File: config.mk
export PLATFORM = sky130hd
export DESIGN_NAME = open_drain_status_gpio
export DESIGN_NICKNAME = d
export VERILOG_FILES = /design/src/include/od_gpio_pkg.sv /design/src/rtl/open_drain_status_gpio.sv
export SDC_FILE = /design/constraint.sdc
export NUM_CORES = 1
export LEC_CHECK = 0
export BUFFER_PORTS_ARGS = -buffer_cell sky130_fd_sc_hd__buf_2
export CAP_MARGIN = 20
export CELL_PAD_IN_SITES_DETAIL_PLACEMENT = 2
export CELL_PAD_IN_SITES_GLOBAL_PLACEMENT = 2
export CORE_UTILIZATION = 25
export DETAILED_ROUTE_END_ITERATION = 10
export HOLD_SLACK_MARGIN = 0.02
export MAX_ROUTING_LAYER = met4
export PLACE_DENSITY_LB_ADDON = 0.05
export SYNTH_ARGS = -nofsm -noshare
export SYNTH_HDL_FRONTEND = slang
export SYNTH_SLANG_ARGS = --single-unit
File: constraint.sdc
create_clock -name i_sys_clk -period 2.7 [get_ports i_sys_clk]
set_input_delay 0.135 -clock i_sys_clk [delete_from_list [all_inputs] [get_ports i_sys_clk]]
set_output_delay 0.135 -clock i_sys_clk [all_outputs]
set_load 0.02 [all_outputs]
File: src/include/od_gpio_pkg.sv
/*
 * constants and types for the open-drain status/io port block.
 * assumes a 32-bit classic wishbone slave view of the registers.
 */
package od_gpio_pkg;

    localparam int NUM_PINS = 3;

    // register byte offsets
    localparam logic [7:0] PIN_CTRL_OFS = 8'h00;
    localparam logic [7:0] BACKUP_STATUS_OFS = 8'h04;
    localparam logic [7:0] BACKUP_CONTROL_OFS = 8'h08;
    localparam logic [7:0] SOURCE_STATUS_OFS = 8'h0c;

    // pin control field positions (per pin: enable, out value, status select)
    localparam int EN_LSB = 0;
    localparam int OUT_LSB = 4;
    localparam int SEL_LSB = 8;

    // backup status field positions
    localparam int IN_LSB = 0;
    localparam int BACKUP_FAULT_BIT = 4;
    localparam int CHARGE_FAULT_BIT = 5;
    localparam int NO_HOST_BIT = 6;

    // backup control fields
    localparam int FAULT_CLEAR_BIT = 0;

    // reset values and the no-host strap value
    localparam logic [2:0] EN_RESET = 3'h0;
    localparam logic [2:0] OUT_RESET = 3'h0;
    localparam logic [2:0] SEL_RESET = 3'h0;
    localparam logic [2:0] FORCED_ONES = 3'h7;

    localparam logic [31:0] UNMAPPED_READ = 32'h0000_0000;

    typedef struct packed {
        logic [2:0] en;
        logic [2:0] out_val;
        logic [2:0] sel;
    } pin_cfg_t;

    typedef struct packed {
        logic charge_phase_bit1;
        logic charge_phase_bit0;
        logic taper_reached;
        logic backup_fault_event;
        logic charge_fault_flag;
        logic calibration_done_out;
    } status_src_t;

    typedef enum logic [1:0] {
        ST_IDLE = 2'b00,
        ST_ACK = 2'b01
    } bus_state_t;

endpackage

File: src/rtl/open_drain_status_gpio.sv
/*
 * open-drain status / general io port: three pins, each an input, a host-driven
 * output or an active-low status indicator, with a wishbone register view.
 * assumes status sources come from logic on i_sys_clk, and that the straps
 * (address select at mid level, lead-acid kind) are already digital levels.
 */
// Register access over Wishbone and the register addresses were chosen for this implementation.
`timescale 1ns/1ps

module open_drain_status_gpio
    import od_gpio_pkg::*;
(
    // clock and reset
    input wire logic i_sys_clk,
    input wire logic i_rst_n,
    // supply and shutdown events
    input wire logic i_supply_undervolt_lockout,
    input wire logic i_shutdown_pin,
    input wire logic i_micropower_shutdown,
    // straps
    input wire logic i_address_select_mid,
    input wire logic i_sealed_lead_acid,
    // status sources
    input wire status_src_t i_status,
    // wishbone slave
    input wire logic i_wb_cyc,
    input wire logic i_wb_stb,
    input wire logic i_wb_we,
    input wire logic [7:0] i_wb_adr,
    input wire logic [3:0] i_wb_sel,
    input wire logic [31:0] i_wb_dat,
    output logic [31:0] o_wb_dat,
    output logic o_wb_ack,
    // open-drain pins
    input wire logic [NUM_PINS-1:0] i_pin,
    output logic [NUM_PINS-1:0] o_pin,
    output logic [NUM_PINS-1:0] o_pin_oe
);

    pin_cfg_t cfg;
    logic backup_fault_flag;
    logic no_host;
    logic strap_pending;
    logic [NUM_PINS-1:0] pin_meta;
    logic [NUM_PINS-1:0] pin_sync;
    logic [NUM_PINS-1:0] next_pull_low;
    logic charging_indicator_n;
    logic taper_reached_n;
    logic backup_fault_n;
    logic charge_fault_n;
    logic calibration_done_n;
    logic pin1_status_n;
    logic pin3_status_n;
    logic cfg_reset;
    logic wr_cycle;
    bus_state_t bus_state;

    // lockout or shutdown are the only sources of configuration reset
    assign cfg_reset = i_supply_undervolt_lockout | i_shutdown_pin;
    assign wr_cycle = i_wb_cyc & i_wb_stb & i_wb_we & (bus_state == ST_IDLE);

    function automatic logic lane_hit(input logic [7:0] adr, input logic [7:0] ofs);
        lane_hit = (adr[7:2] == ofs[7:2]);
    endfunction

    always_ff @(posedge i_sys_clk or negedge i_rst_n) begin
        if (!i_rst_n) begin
            pin_meta <= 3'h0;
            pin_sync <= 3'h0;
        end else begin
            pin_meta <= i_pin;
            pin_sync <= pin_meta;
        end
    end

    // strap is caught on the first clocked edge after reset or config reset
    always_ff @(posedge i_sys_clk or negedge i_rst_n) begin
        if (!i_rst_n) begin
            strap_pending <= 1'b1;
            no_host <= 1'b0;
        end else if (cfg_reset) begin
            strap_pending <= 1'b1;
        end else if (strap_pending) begin
            strap_pending <= 1'b0;
            no_host <= i_address_select_mid;
        end
    end

    // pin configuration registers
    always_ff @(posedge i_sys_clk or negedge i_rst_n) begin
        if (!i_rst_n) begin
            cfg.en <= EN_RESET;
            cfg.out_val <= OUT_RESET;
            cfg.sel <= SEL_RESET;
        end else if (cfg_reset) begin
            cfg.en <= EN_RESET;
            cfg.out_val <= OUT_RESET;
            cfg.sel <= SEL_RESET;
        end else if (strap_pending && i_address_select_mid) begin
            cfg.en <= FORCED_ONES;
            cfg.sel <= FORCED_ONES;
        end else if (wr_cycle && lane_hit(i_wb_adr, PIN_CTRL_OFS)) begin
            if (i_wb_sel[0]) begin
                cfg.en <= i_wb_dat[EN_LSB +: 3];
                cfg.out_val <= i_wb_dat[OUT_LSB +: 3];
            end
            if (i_wb_sel[1]) begin
                cfg.sel <= i_wb_dat[SEL_LSB +: 3];
            end
        end
    end

    always_ff @(posedge i_sys_clk or negedge i_rst_n) begin
        if (!i_rst_n) begin
            backup_fault_flag <= 1'b0;
        end else if (i_status.backup_fault_event) begin
            backup_fault_flag <= 1'b1;
        end else if (cfg_reset) begin
            backup_fault_flag <= 1'b0;
        end else if (wr_cycle && lane_hit(i_wb_adr, BACKUP_CONTROL_OFS) && i_wb_sel[0]
                     && i_wb_dat[FAULT_CLEAR_BIT]) begin
            backup_fault_flag <= 1'b0;
        end
    end
    // fault flag feeds only the pin 2 indicator and its status register bit, nothing inhibits charging here

    assign charging_indicator_n = ~(i_status.charge_phase_bit0 | i_status.charge_phase_bit1);
    assign taper_reached_n = ~i_status.taper_reached;
    assign backup_fault_n = ~backup_fault_flag;
    assign charge_fault_n = ~i_status.charge_fault_flag;
    assign calibration_done_n = ~i_status.calibration_done_out;

    assign pin1_status_n = i_sealed_lead_acid ? taper_reached_n : charging_indicator_n;
    assign pin3_status_n = no_host ? charge_fault_n : calibration_done_n;

    always_comb begin
        next_pull_low = 3'h0;
        if (cfg.en[0]) begin
            next_pull_low[0] = cfg.sel[0] ? ~pin1_status_n : ~cfg.out_val[0];
        end
        if (cfg.en[1]) begin
            next_pull_low[1] = cfg.sel[1] ? ~backup_fault_n : ~cfg.out_val[1];
        end
        if (cfg.en[2]) begin
            next_pull_low[2] = cfg.sel[2] ? ~pin3_status_n : ~cfg.out_val[2];
        end
        if (i_micropower_shutdown) begin
            next_pull_low = 3'h0;
        end
    end

    always_ff @(posedge i_sys_clk or negedge i_rst_n) begin
        if (!i_rst_n) begin
            o_pin <= 3'h0;
            o_pin_oe <= 3'h0;
        end else begin
            o_pin <= 3'h0;
            o_pin_oe <= next_pull_low;
        end
    end

    // wishbone slave: one-cycle ack, dropped the cycle after
    always_ff @(posedge i_sys_clk or negedge i_rst_n) begin
        if (!i_rst_n) begin
            bus_state <= ST_IDLE;
            o_wb_ack <= 1'b0;
            o_wb_dat <= UNMAPPED_READ;
        end else begin
            unique case (bus_state)
                ST_IDLE: begin
                    o_wb_ack <= 1'b0;
                    if (i_wb_cyc && i_wb_stb) begin
                        bus_state <= ST_ACK;
                        o_wb_ack <= 1'b1;
                        o_wb_dat <= UNMAPPED_READ;
                        if (lane_hit(i_wb_adr, PIN_CTRL_OFS)) begin
                            o_wb_dat[EN_LSB +: 3] <= cfg.en;
                            o_wb_dat[OUT_LSB +: 3] <= cfg.out_val;
                            o_wb_dat[SEL_LSB +: 3] <= cfg.sel;
                        end else if (lane_hit(i_wb_adr, BACKUP_STATUS_OFS)) begin
                            o_wb_dat[IN_LSB +: 3] <= pin_sync;
                            o_wb_dat[BACKUP_FAULT_BIT] <= backup_fault_flag;
                            o_wb_dat[CHARGE_FAULT_BIT] <= i_status.charge_fault_flag;
                            o_wb_dat[NO_HOST_BIT] <= no_host;
                        end else if (lane_hit(i_wb_adr, SOURCE_STATUS_OFS)) begin
                            o_wb_dat[5:0] <= i_status;
                        end
                    end
                end
                ST_ACK: begin
                    o_wb_ack <= 1'b0;
                    bus_state <= ST_IDLE;
                end
                // unused codes fall back to idle
                default: begin
                    o_wb_ack <= 1'b0;
                    bus_state <= ST_IDLE;
                end
            endcase
        end
    end

endmodule

**Word level (Yosys, flattened, before mapping)**

Cells that the tools add are included.

- Flip-flop bits (word level): 34
- Input port bits: 63
- Output and inout bits: 39
- Logic and storage cells: 84

- Equal/unequal tests: 5
- Muxes and demuxes: 33
- Bitwise operators: 15
- Reductions and logical operators: 19

Operators with widths:

| cell | number |
|---|---|
| 2-to-1 mux 3 bit | 9 |
| 2-to-1 mux 9 bit | 2 |
| 2-to-1 mux 1 bit | 17 |
| == test 6 x 2 -> 1 bit, second input constant | 2 |
| 2-to-1 mux 6 bit | 2 |
| nonzero test 3 bit | 4 |
| NOT 1 bit | 10 |
| AND reduction 2 bit | 4 |
| == test 6 x 1 -> 1 bit, second input constant | 1 |
| logical AND 1 bit | 6 |
| zero test 6 bit | 1 |
| 2-to-1 mux 2 bit | 3 |
| nonzero test 2 bit | 2 |
| bitwise AND 1 bit | 3 |
| AND reduction 3 bit | 1 |
| zero test 2 bit | 1 |
| inequality test 2 x 1 -> 1 bit, second input constant | 1 |
| inequality test 2 bit, second input constant | 1 |
| OR 1 bit | 2 |

**Logic depth before layout (Yosys ltp)**

Gate-level depths: netlist of run 1.

- Depth in word-level cells: 9
- Depth in mapped cells: 5
- Gate-level depth less buffers: 4

**Least setup slack after synthesis of run 1**

OpenSTA, ideal clock, no wires.

- Path type: register to register
- Start: register bus_state[0]
- End: register cfg[7] (netlist bit)
- Setup time: 0.124 ns
- Arrival time: 1.510 ns
- Data required time: 2.576 ns
- Setup slack: 1.066 ns
- Stages on the path, launching flop included: 5
- Buffers on the path: 0
- Clock period less this slack: 1.634 ns
- Cell sequence: dfrtp_1 nand3b_1 or4_4 nor3_1 nor3_1

- Word-level cells in the longest chain between the ends: 5

RTL lines:

| element | line | RTL |
|---|---|---|
| from (decl) | open_drain_status_gpio.sv:56 | `bus_state_t bus_state;` |
| from (signal assigned) | open_drain_status_gpio.sv:165 | `bus_state <= ST_IDLE;` |
| from (signal assigned) | open_drain_status_gpio.sv:173 | `bus_state <= ST_ACK;` |
| from (signal assigned) | open_drain_status_gpio.sv:192 | `bus_state <= ST_IDLE;` |
| zero test 2 bit | open_drain_status_gpio.sv:60 | `assign wr_cycle = i_wb_cyc & i_wb_stb & i_wb_we & (bus_state == ST_IDLE);` |
| bitwise AND 1 bit | open_drain_status_gpio.sv:60 |  |
| logical AND 1 bit | open_drain_status_gpio.sv:102 | `end else if (wr_cycle && lane_hit(i_wb_adr, PIN_CTRL_OFS)) begin` |
| nonzero test 3 bit (no line) | -- |  |
| AND reduction 2 bit (no line) | -- |  |
| to (decl) | open_drain_status_gpio.sv:40 | `pin_cfg_t cfg;` |

Every way passes these cells.
A chain may end at the register's enable or synchronous reset.

**Worst setup path in the final report of run 1**

- Start: register bus_state[0]
- End: register cfg[0] (netlist bit)

The elaborated chain is that of the path after synthesis.

==> results.sh, run 1 <==
export IMPL_setup_viol=0
export IMPL_rows=29
export IMPL_htree_num_levels=2
export IMPL_ir_worst_vdd_mv=0.171
export IMPL_syn_inst=160
export IMPL_place_area_sq_mm=0.00186
export IMPL_cts_made_buffers=5
export IMPL_clkPwrFrac_pct=34.8
export IMPL_leakagePower_uw=0.000986
export IMPL_rsz0062_at_grt="no"
export IMPL_tritoncts="yes"
export IMPL_cp_top_family="simple AND/OR/NAND/NOR gates"
export IMPL_hold_class="in -> reg"
export IMPL_status="completed"
export IMPL_layout_common_cells="buf_2, dfrtp_1, conb_1"
export IMPL_synth_cell_types=33
export IMPL_finClkSkew_ps=9.54
export IMPL_postCtsSetupBuffers=0
export IMPL_maxSlewViolCount=0
export IMPL_combPwrFrac_pct=14.3
export IMPL_fin_tns_setup_ps=0
export IMPL_hold_violations=0
export IMPL_viasPerCell=4.51
export IMPL_place_congestion=0.674
export IMPL_worst_hold_slack_ps=53.3
export IMPL_die_area_sq_mm=0.00683
export IMPL_root_buffer="clkbuf_8"
export IMPL_antenna_left=0
export IMPL_grt_pass1_wl_um=7160
export IMPL_route_detailed_drc=0
export IMPL_fin_crit_sh_pct=74.8
export IMPL_worst_path_max_fanout=12
export IMPL_required_ps=2890
export IMPL_avgSynthCellArea_sq_um=10.2
export IMPL_io_pins=102
export IMPL_endpoint_kind="flop"
export IMPL_fin_nets=279
export IMPL_vias=1325
export IMPL_regToRegSetupSlack_ps=680
export IMPL_synth_seq_cells=33
export IMPL_core_sq_mm=0.00631
export IMPL_cp_slowest_cell="nand3b_1"
export IMPL_clk_pin_slew_worst_paths_ps=70
export IMPL_critPathKind="reg -> reg"
export IMPL_seqPwrFrac_pct=50.9
export IMPL_critical_path_max_stage_delay_ps=480
export IMPL_grt_max_degree=34
export IMPL_crit_buf_inv=1
export IMPL_path_cells="nand3b_1, buf_4, nor4_4, nor3_1, a211oi_1"
export IMPL_p_int_uw=743
export IMPL_die_w_um=82.7
export IMPL_drtIter0Drc=54
export IMPL_overflow=0
export IMPL_start_util_pct=25.8
export IMPL_avgRoutedWirePerCell_um=15.4
export IMPL_seq_area_frac_synth_pct=50.8
export IMPL_design_area_sq_mm=0.00198
export IMPL_grt_usage_pct=15.1
export IMPL_wirelength_um=4530
export IMPL_slew_headroom_pct=48.0
export IMPL_first_pass_iters=4
export IMPL_die_h_um=82.7
export IMPL_start_kind="flop"
export IMPL_p_sw_uw=289
export IMPL_grt_pass1_vias=1382
export IMPL_cp_arrival_ps=2200
export IMPL_diodes=0
export IMPL_synth_area_sq_mm=0.00163
export IMPL_antenna_found_initial=0
export IMPL_fmax_mhz=495
export IMPL_swShare_pct=28.0
export IMPL_drive_above_1_share_pct=32.3
export IMPL_io_buffer_count=49
export IMPL_area_growth_pct=21.9
export IMPL_tightest_slew_ps=780
export IMPL_p_per_area_mw_per_mm2=520
export IMPL_synth_yosys_warnings=0
export IMPL_layout_commonest_cell="buf_2"
export IMPL_dp_hpwl_um=3510
export IMPL_clk_path_buf_depth=2
export IMPL_clock_sinks=33
export IMPL_clk_latency_ps=290
export IMPL_drv_cap=0
export IMPL_finalCriticalPeriod_ps=2020
layout make-up:
cell class	instances	area (sq um)
Timing Repair Buffer	54	293
Fill cell	745	4330
Clock buffer	7	76.3
Inverter	4	15.0
Tap cell	77	96.3
Sequential cell	33	827
Multi-Input combinational cell	118	671
Clock inverter	1	5.00
logic make-up after synthesis:
| kind of cell | after synthesis | synth area share (%) |
|---|---|---|
| buffers and inverters | 33 | 13.5 |
| AND/OR/NAND/NOR | 57 | 19.3 |
| multiplexers | 9 | 6.00 |
| AO/OA/AOI/OAI | 27 | 10.2 |
| flip-flops | 33 | 50.8 |
| other | 1 | 0.231 |
flip-flops by register name (all words and copies together), names as in the netlist:
signal             count
bus_state              1
backup_fault_flag      1
no_host                1
pin_meta               3
strap_pending          1
cfg                    9
o_wb_dat              10
pin_sync               3
o_wb_ack               1
o_pin_oe               3
routing by layer:
layer	vias up	global-route usage (%)	wire length, um
li1	621	-	-
met1	653	18.2	1990
met2	44	24.6	2260
met3	7	2.97	222
met4	0	6.21	63
met5	-	-	0
cell usage after synthesis:
cell type  number  area (sq um)
nand4_1         1          6.26
nor2b_1         1          6.26
mux2i_1         3          30.0
conb_1          1          3.75
clkbuf_1        3          11.3
nor3b_1         2          15.0
o21ai_1         3          15.0
inv_1           3          11.3
buf_4          25           188
or3_1           1          6.26
nor4_4          2          42.5
o21ai_0         7          35.0
nand2_1        19          71.3
nand3_1         6          30.0
nand3b_1        1          7.51
a22oi_1         5          37.5
dfstp_2         1          26.3
nor2_1          9          33.8
o31ai_1         1          7.51
nor3_1          9          45.0
nand4b_1        1          8.76
or4_4           2          22.5
and2_1          1          6.26
a31o_2          1          8.76
inv_2           1          3.75
or2_2           1          6.26
dfrtp_1        32           801
nor4_1          1          6.26
buf_2           1          5.00
a2111oi_0       1          8.76
a21oi_1         6          30.0
mux2_2          6          67.6
a211oi_1        3          22.5
what timing repair did:
item                                   in CTS  in global routing
gates resized for setup                     0                  0
hold buffers                                4                  0
endpoints found under the hold margin      35                  0
stage by stage:
step / util [%] / setup WS, ps / instances / total power, uW
floorplan: - / 1070 / 184 / 644
detailed placement: 29.5 / 653 / 282 / 680
global route: 31.4 / 449 / 294 / 1090
global placement: 29.5 / 738 / 282 / 675
CTS: 31.4 / 618 / 294 / 1050
finish: 31.4 / 681 / 294 / 1030
final timing paths:
| check | start | to | depth (start not counted) |
|---|---|---|---|
| min in group asynchronous | i_rst_n | o_wb_dat[8] | 2 |
| max reg2reg | bus_state[0] | cfg[0] | 5 |
| max | bus_state[0] | cfg[0] | 5 |
| min reg2reg | pin_meta[0] | pin_sync[0] | 0 |
| min | i_micropower_shutdown | o_pin_oe[1] | 2 |
| max in group asynchronous | i_rst_n | cfg[6] | 2 |
power by group through the flow:
stage / registers (uW) / logic [uW] / clock network [uW]
3_5_place_dp: 535 / 145 / 0
6_report: 526 / 148 / 359
4_1_cts: 526 / 150 / 375
2_1_floorplan: 534 / 109 / 0
3_3_place_gp: 534 / 142 / 0
5_1_grt: 527 / 166 / 399
No activity file was read; power rests on OpenSTA's default activity.
==> inputs of run 2 (changes only) <==
--- a/config.mk
+++ b/config.mk
@@ -9,7 +9,7 @@
 export CAP_MARGIN = 20
 export CELL_PAD_IN_SITES_DETAIL_PLACEMENT = 2
 export CELL_PAD_IN_SITES_GLOBAL_PLACEMENT = 2
-export CORE_UTILIZATION = 25
+export CORE_UTILIZATION = 21
 export DETAILED_ROUTE_END_ITERATION = 10
 export HOLD_SLACK_MARGIN = 0.02
 export MAX_ROUTING_LAYER = met4
==> constraint.sdc (replaced) <==
create_clock -name i_sys_clk -period 1.6 [get_ports i_sys_clk]
set_input_delay 0.08 -clock i_sys_clk [delete_from_list [all_inputs] [get_ports i_sys_clk]]
set_output_delay 0.08 -clock i_sys_clk [all_outputs]
set_load 0.02 [all_outputs]
==> run 2 against run 1 <==
The flow now finishes with violations (setup timing). Critical path depth down 1. Critical path type unchanged. Maximum frequency up 26%. Clock power is 130% higher. Largest power group unchanged. Largest cell class unchanged.
==> results.sh, run 2 (same netlist as run 1, synthesis figures left out) <==
export IMPL_root_buffer="clkbuf_8"
export IMPL_final_util_pct=29.9
export IMPL_die_w_um=90.0
export IMPL_rr_worst_depth=4
export IMPL_cp_depth=4
export IMPL_antenna_found_initial=0
export IMPL_fmax_mhz=624
export IMPL_cp_arrival_ps=1770
export IMPL_setup_viol=1
export IMPL_io_buffer_count=49
export IMPL_ir_worst_vdd_mv=0.325
export IMPL_rows=31
export IMPL_cts_made_buffers=5
export IMPL_diodes=0
export IMPL_critPathKind="reg -> reg"
export IMPL_htree_num_levels=2
export IMPL_fin_nets=292
export IMPL_clock_sinks=33
export IMPL_top_regs="o_wb_dat x10, cfg x9"
export IMPL_worst_hold_slack_ps=59.0
export IMPL_p_per_area_mw_per_mm2=902
export IMPL_maxSlewViolCount=0
export IMPL_drv_cap=0
export IMPL_start_kind="flop"
export IMPL_tritoncts="yes"
export IMPL_die_area_sq_mm=0.00810
export IMPL_antenna_left=0
export IMPL_die_h_um=90.0
export IMPL_cp_slowest_cell="or4_4"
export IMPL_avgRoutedWirePerCell_um=15.0
export IMPL_core_sq_mm=0.00737
export IMPL_r2r_end="cfg[5]"
export IMPL_setup_slack_ps=-3.28
export IMPL_place_congestion=0.732
export IMPL_regToRegSetupSlack_ps=-3
export IMPL_cp_top_family="simple AND/OR/NAND/NOR gates"
export IMPL_violations="setup timing"
export IMPL_fin_tns_setup_ps=-3.28
export IMPL_hold_violations=0
export IMPL_vias=1362
export IMPL_finalCriticalPeriod_ps=1600
export IMPL_slew_headroom_pct=48.7
export IMPL_endpoint_kind="flop"
export IMPL_cp_endpoint="cfg[5]"
export IMPL_hold_class="in -> reg"
export IMPL_path_cells="nand3b_1, or4_4, o21ai_1, a21oi_2"
export IMPL_crit_buf_inv=0
export IMPL_overflow=0
export IMPL_power_uw=1990
export IMPL_grt_pass1_vias=1564
export IMPL_first_pass_iters=3
export IMPL_dp_slack_ps=-173
export IMPL_critical_path_max_stage_delay_ps=600
export IMPL_layout_commonest_cell="buf_2"
export IMPL_largest_reg_flops=10
export IMPL_grt_pass1_wl_um=8310
export IMPL_worstHoldStart="i_wb_dat[4]"
export IMPL_fin_crit_sh_pct=100
export IMPL_layout_common_cells="buf_2, dfrtp_1, conb_1"
export IMPL_startpoint="bus_state[0]"
export IMPL_io_pins=102
export IMPL_leakagePower_uw=0.00108
export IMPL_clk_pin_slew_worst_paths_ps=70
export IMPL_start_util_pct=22.1
export IMPL_worst_path_max_fanout=5
export IMPL_rr_startpoint="bus_state[0]"
export IMPL_required_ps=1770
export IMPL_route_detailed_drc=0
export IMPL_grt_max_degree=34
export IMPL_clk_latency_ps=280
export IMPL_status="finished with violations"
export IMPL_wirelength_um=4930
export IMPL_finClkSkew_ps=5.18
export IMPL_drtIter0Drc=8
export IMPL_grt_usage_pct=13.4
export IMPL_tightest_slew_ps=770
export IMPL_dp_hpwl_um=3880
export IMPL_viasPerCell=4.14
export IMPL_drive_above_1_share_pct=40.4
export IMPL_area_growth_pct=35.5
export IMPL_regMostFlops="o_wb_dat"
export IMPL_rsz0062_at_grt="yes"
export IMPL_clk_path_buf_depth=2
-- run 2: routing by layer --
layer  share of wire, %  track usage [%]  vias to the layer above  wire length [um]
met1                 46             16.8                      668              2280
met3                5.6             3.30                        6               275
met5                  0                -                        -                 0
met4               0.93             3.63                        0                46
li1                   -                -                      643                 -
met2                 47             21.5                       45              2330
-- run 2: timing repair --
item,in CTS,in global routing
endpoints found under the hold margin,38,0
buffers inserted,0,2
endpoints found under the setup margin,5,11
hold buffers,6,0
gates resized for setup,3,12
pin swaps,6,4
-- run 2: worst min path at each step --
stage	to	slack (ps)	depth (start not counted)
2_1_floorplan	backup_fault_flag	-220	0
3_5_place_dp	pin_meta[1]	190	1
4_1_cts	cfg[3]	50	3
6_report	cfg[3]	60	3
5_1_grt	no_host	60	2
3_3_place_gp	pin_meta[1]	190	1
-- run 2: area by class of cell --
class,instances,area [sq um]
clock buffers,7,86.3
clock inverters,1,30.0
fillers,844,5160
inverters,4,15.0
multi-input cells,118,723
flip-flops and latches,33,827
well taps,99,124
repair buffers,67,399
-- run 2: per-stage QoR --
step                std cells  area [sq um]
floorplan                 184          1720
global placement          313          1960
detailed placement        313          1960
CTS                       327          2150
global route              329          2200
finish                    329          2200
-- run 2: where the power goes --
group          switching, uW  internal, uW  leakage [uW]
Clock                    316           508     0.0000585
Sequential              23.8           864      0.000433
Combinational            176          99.9      0.000586
-- run 2: worst min-delay path: stages --
cell	delay, ps
buf_2	100
nand3_1	60
a21oi_1	60
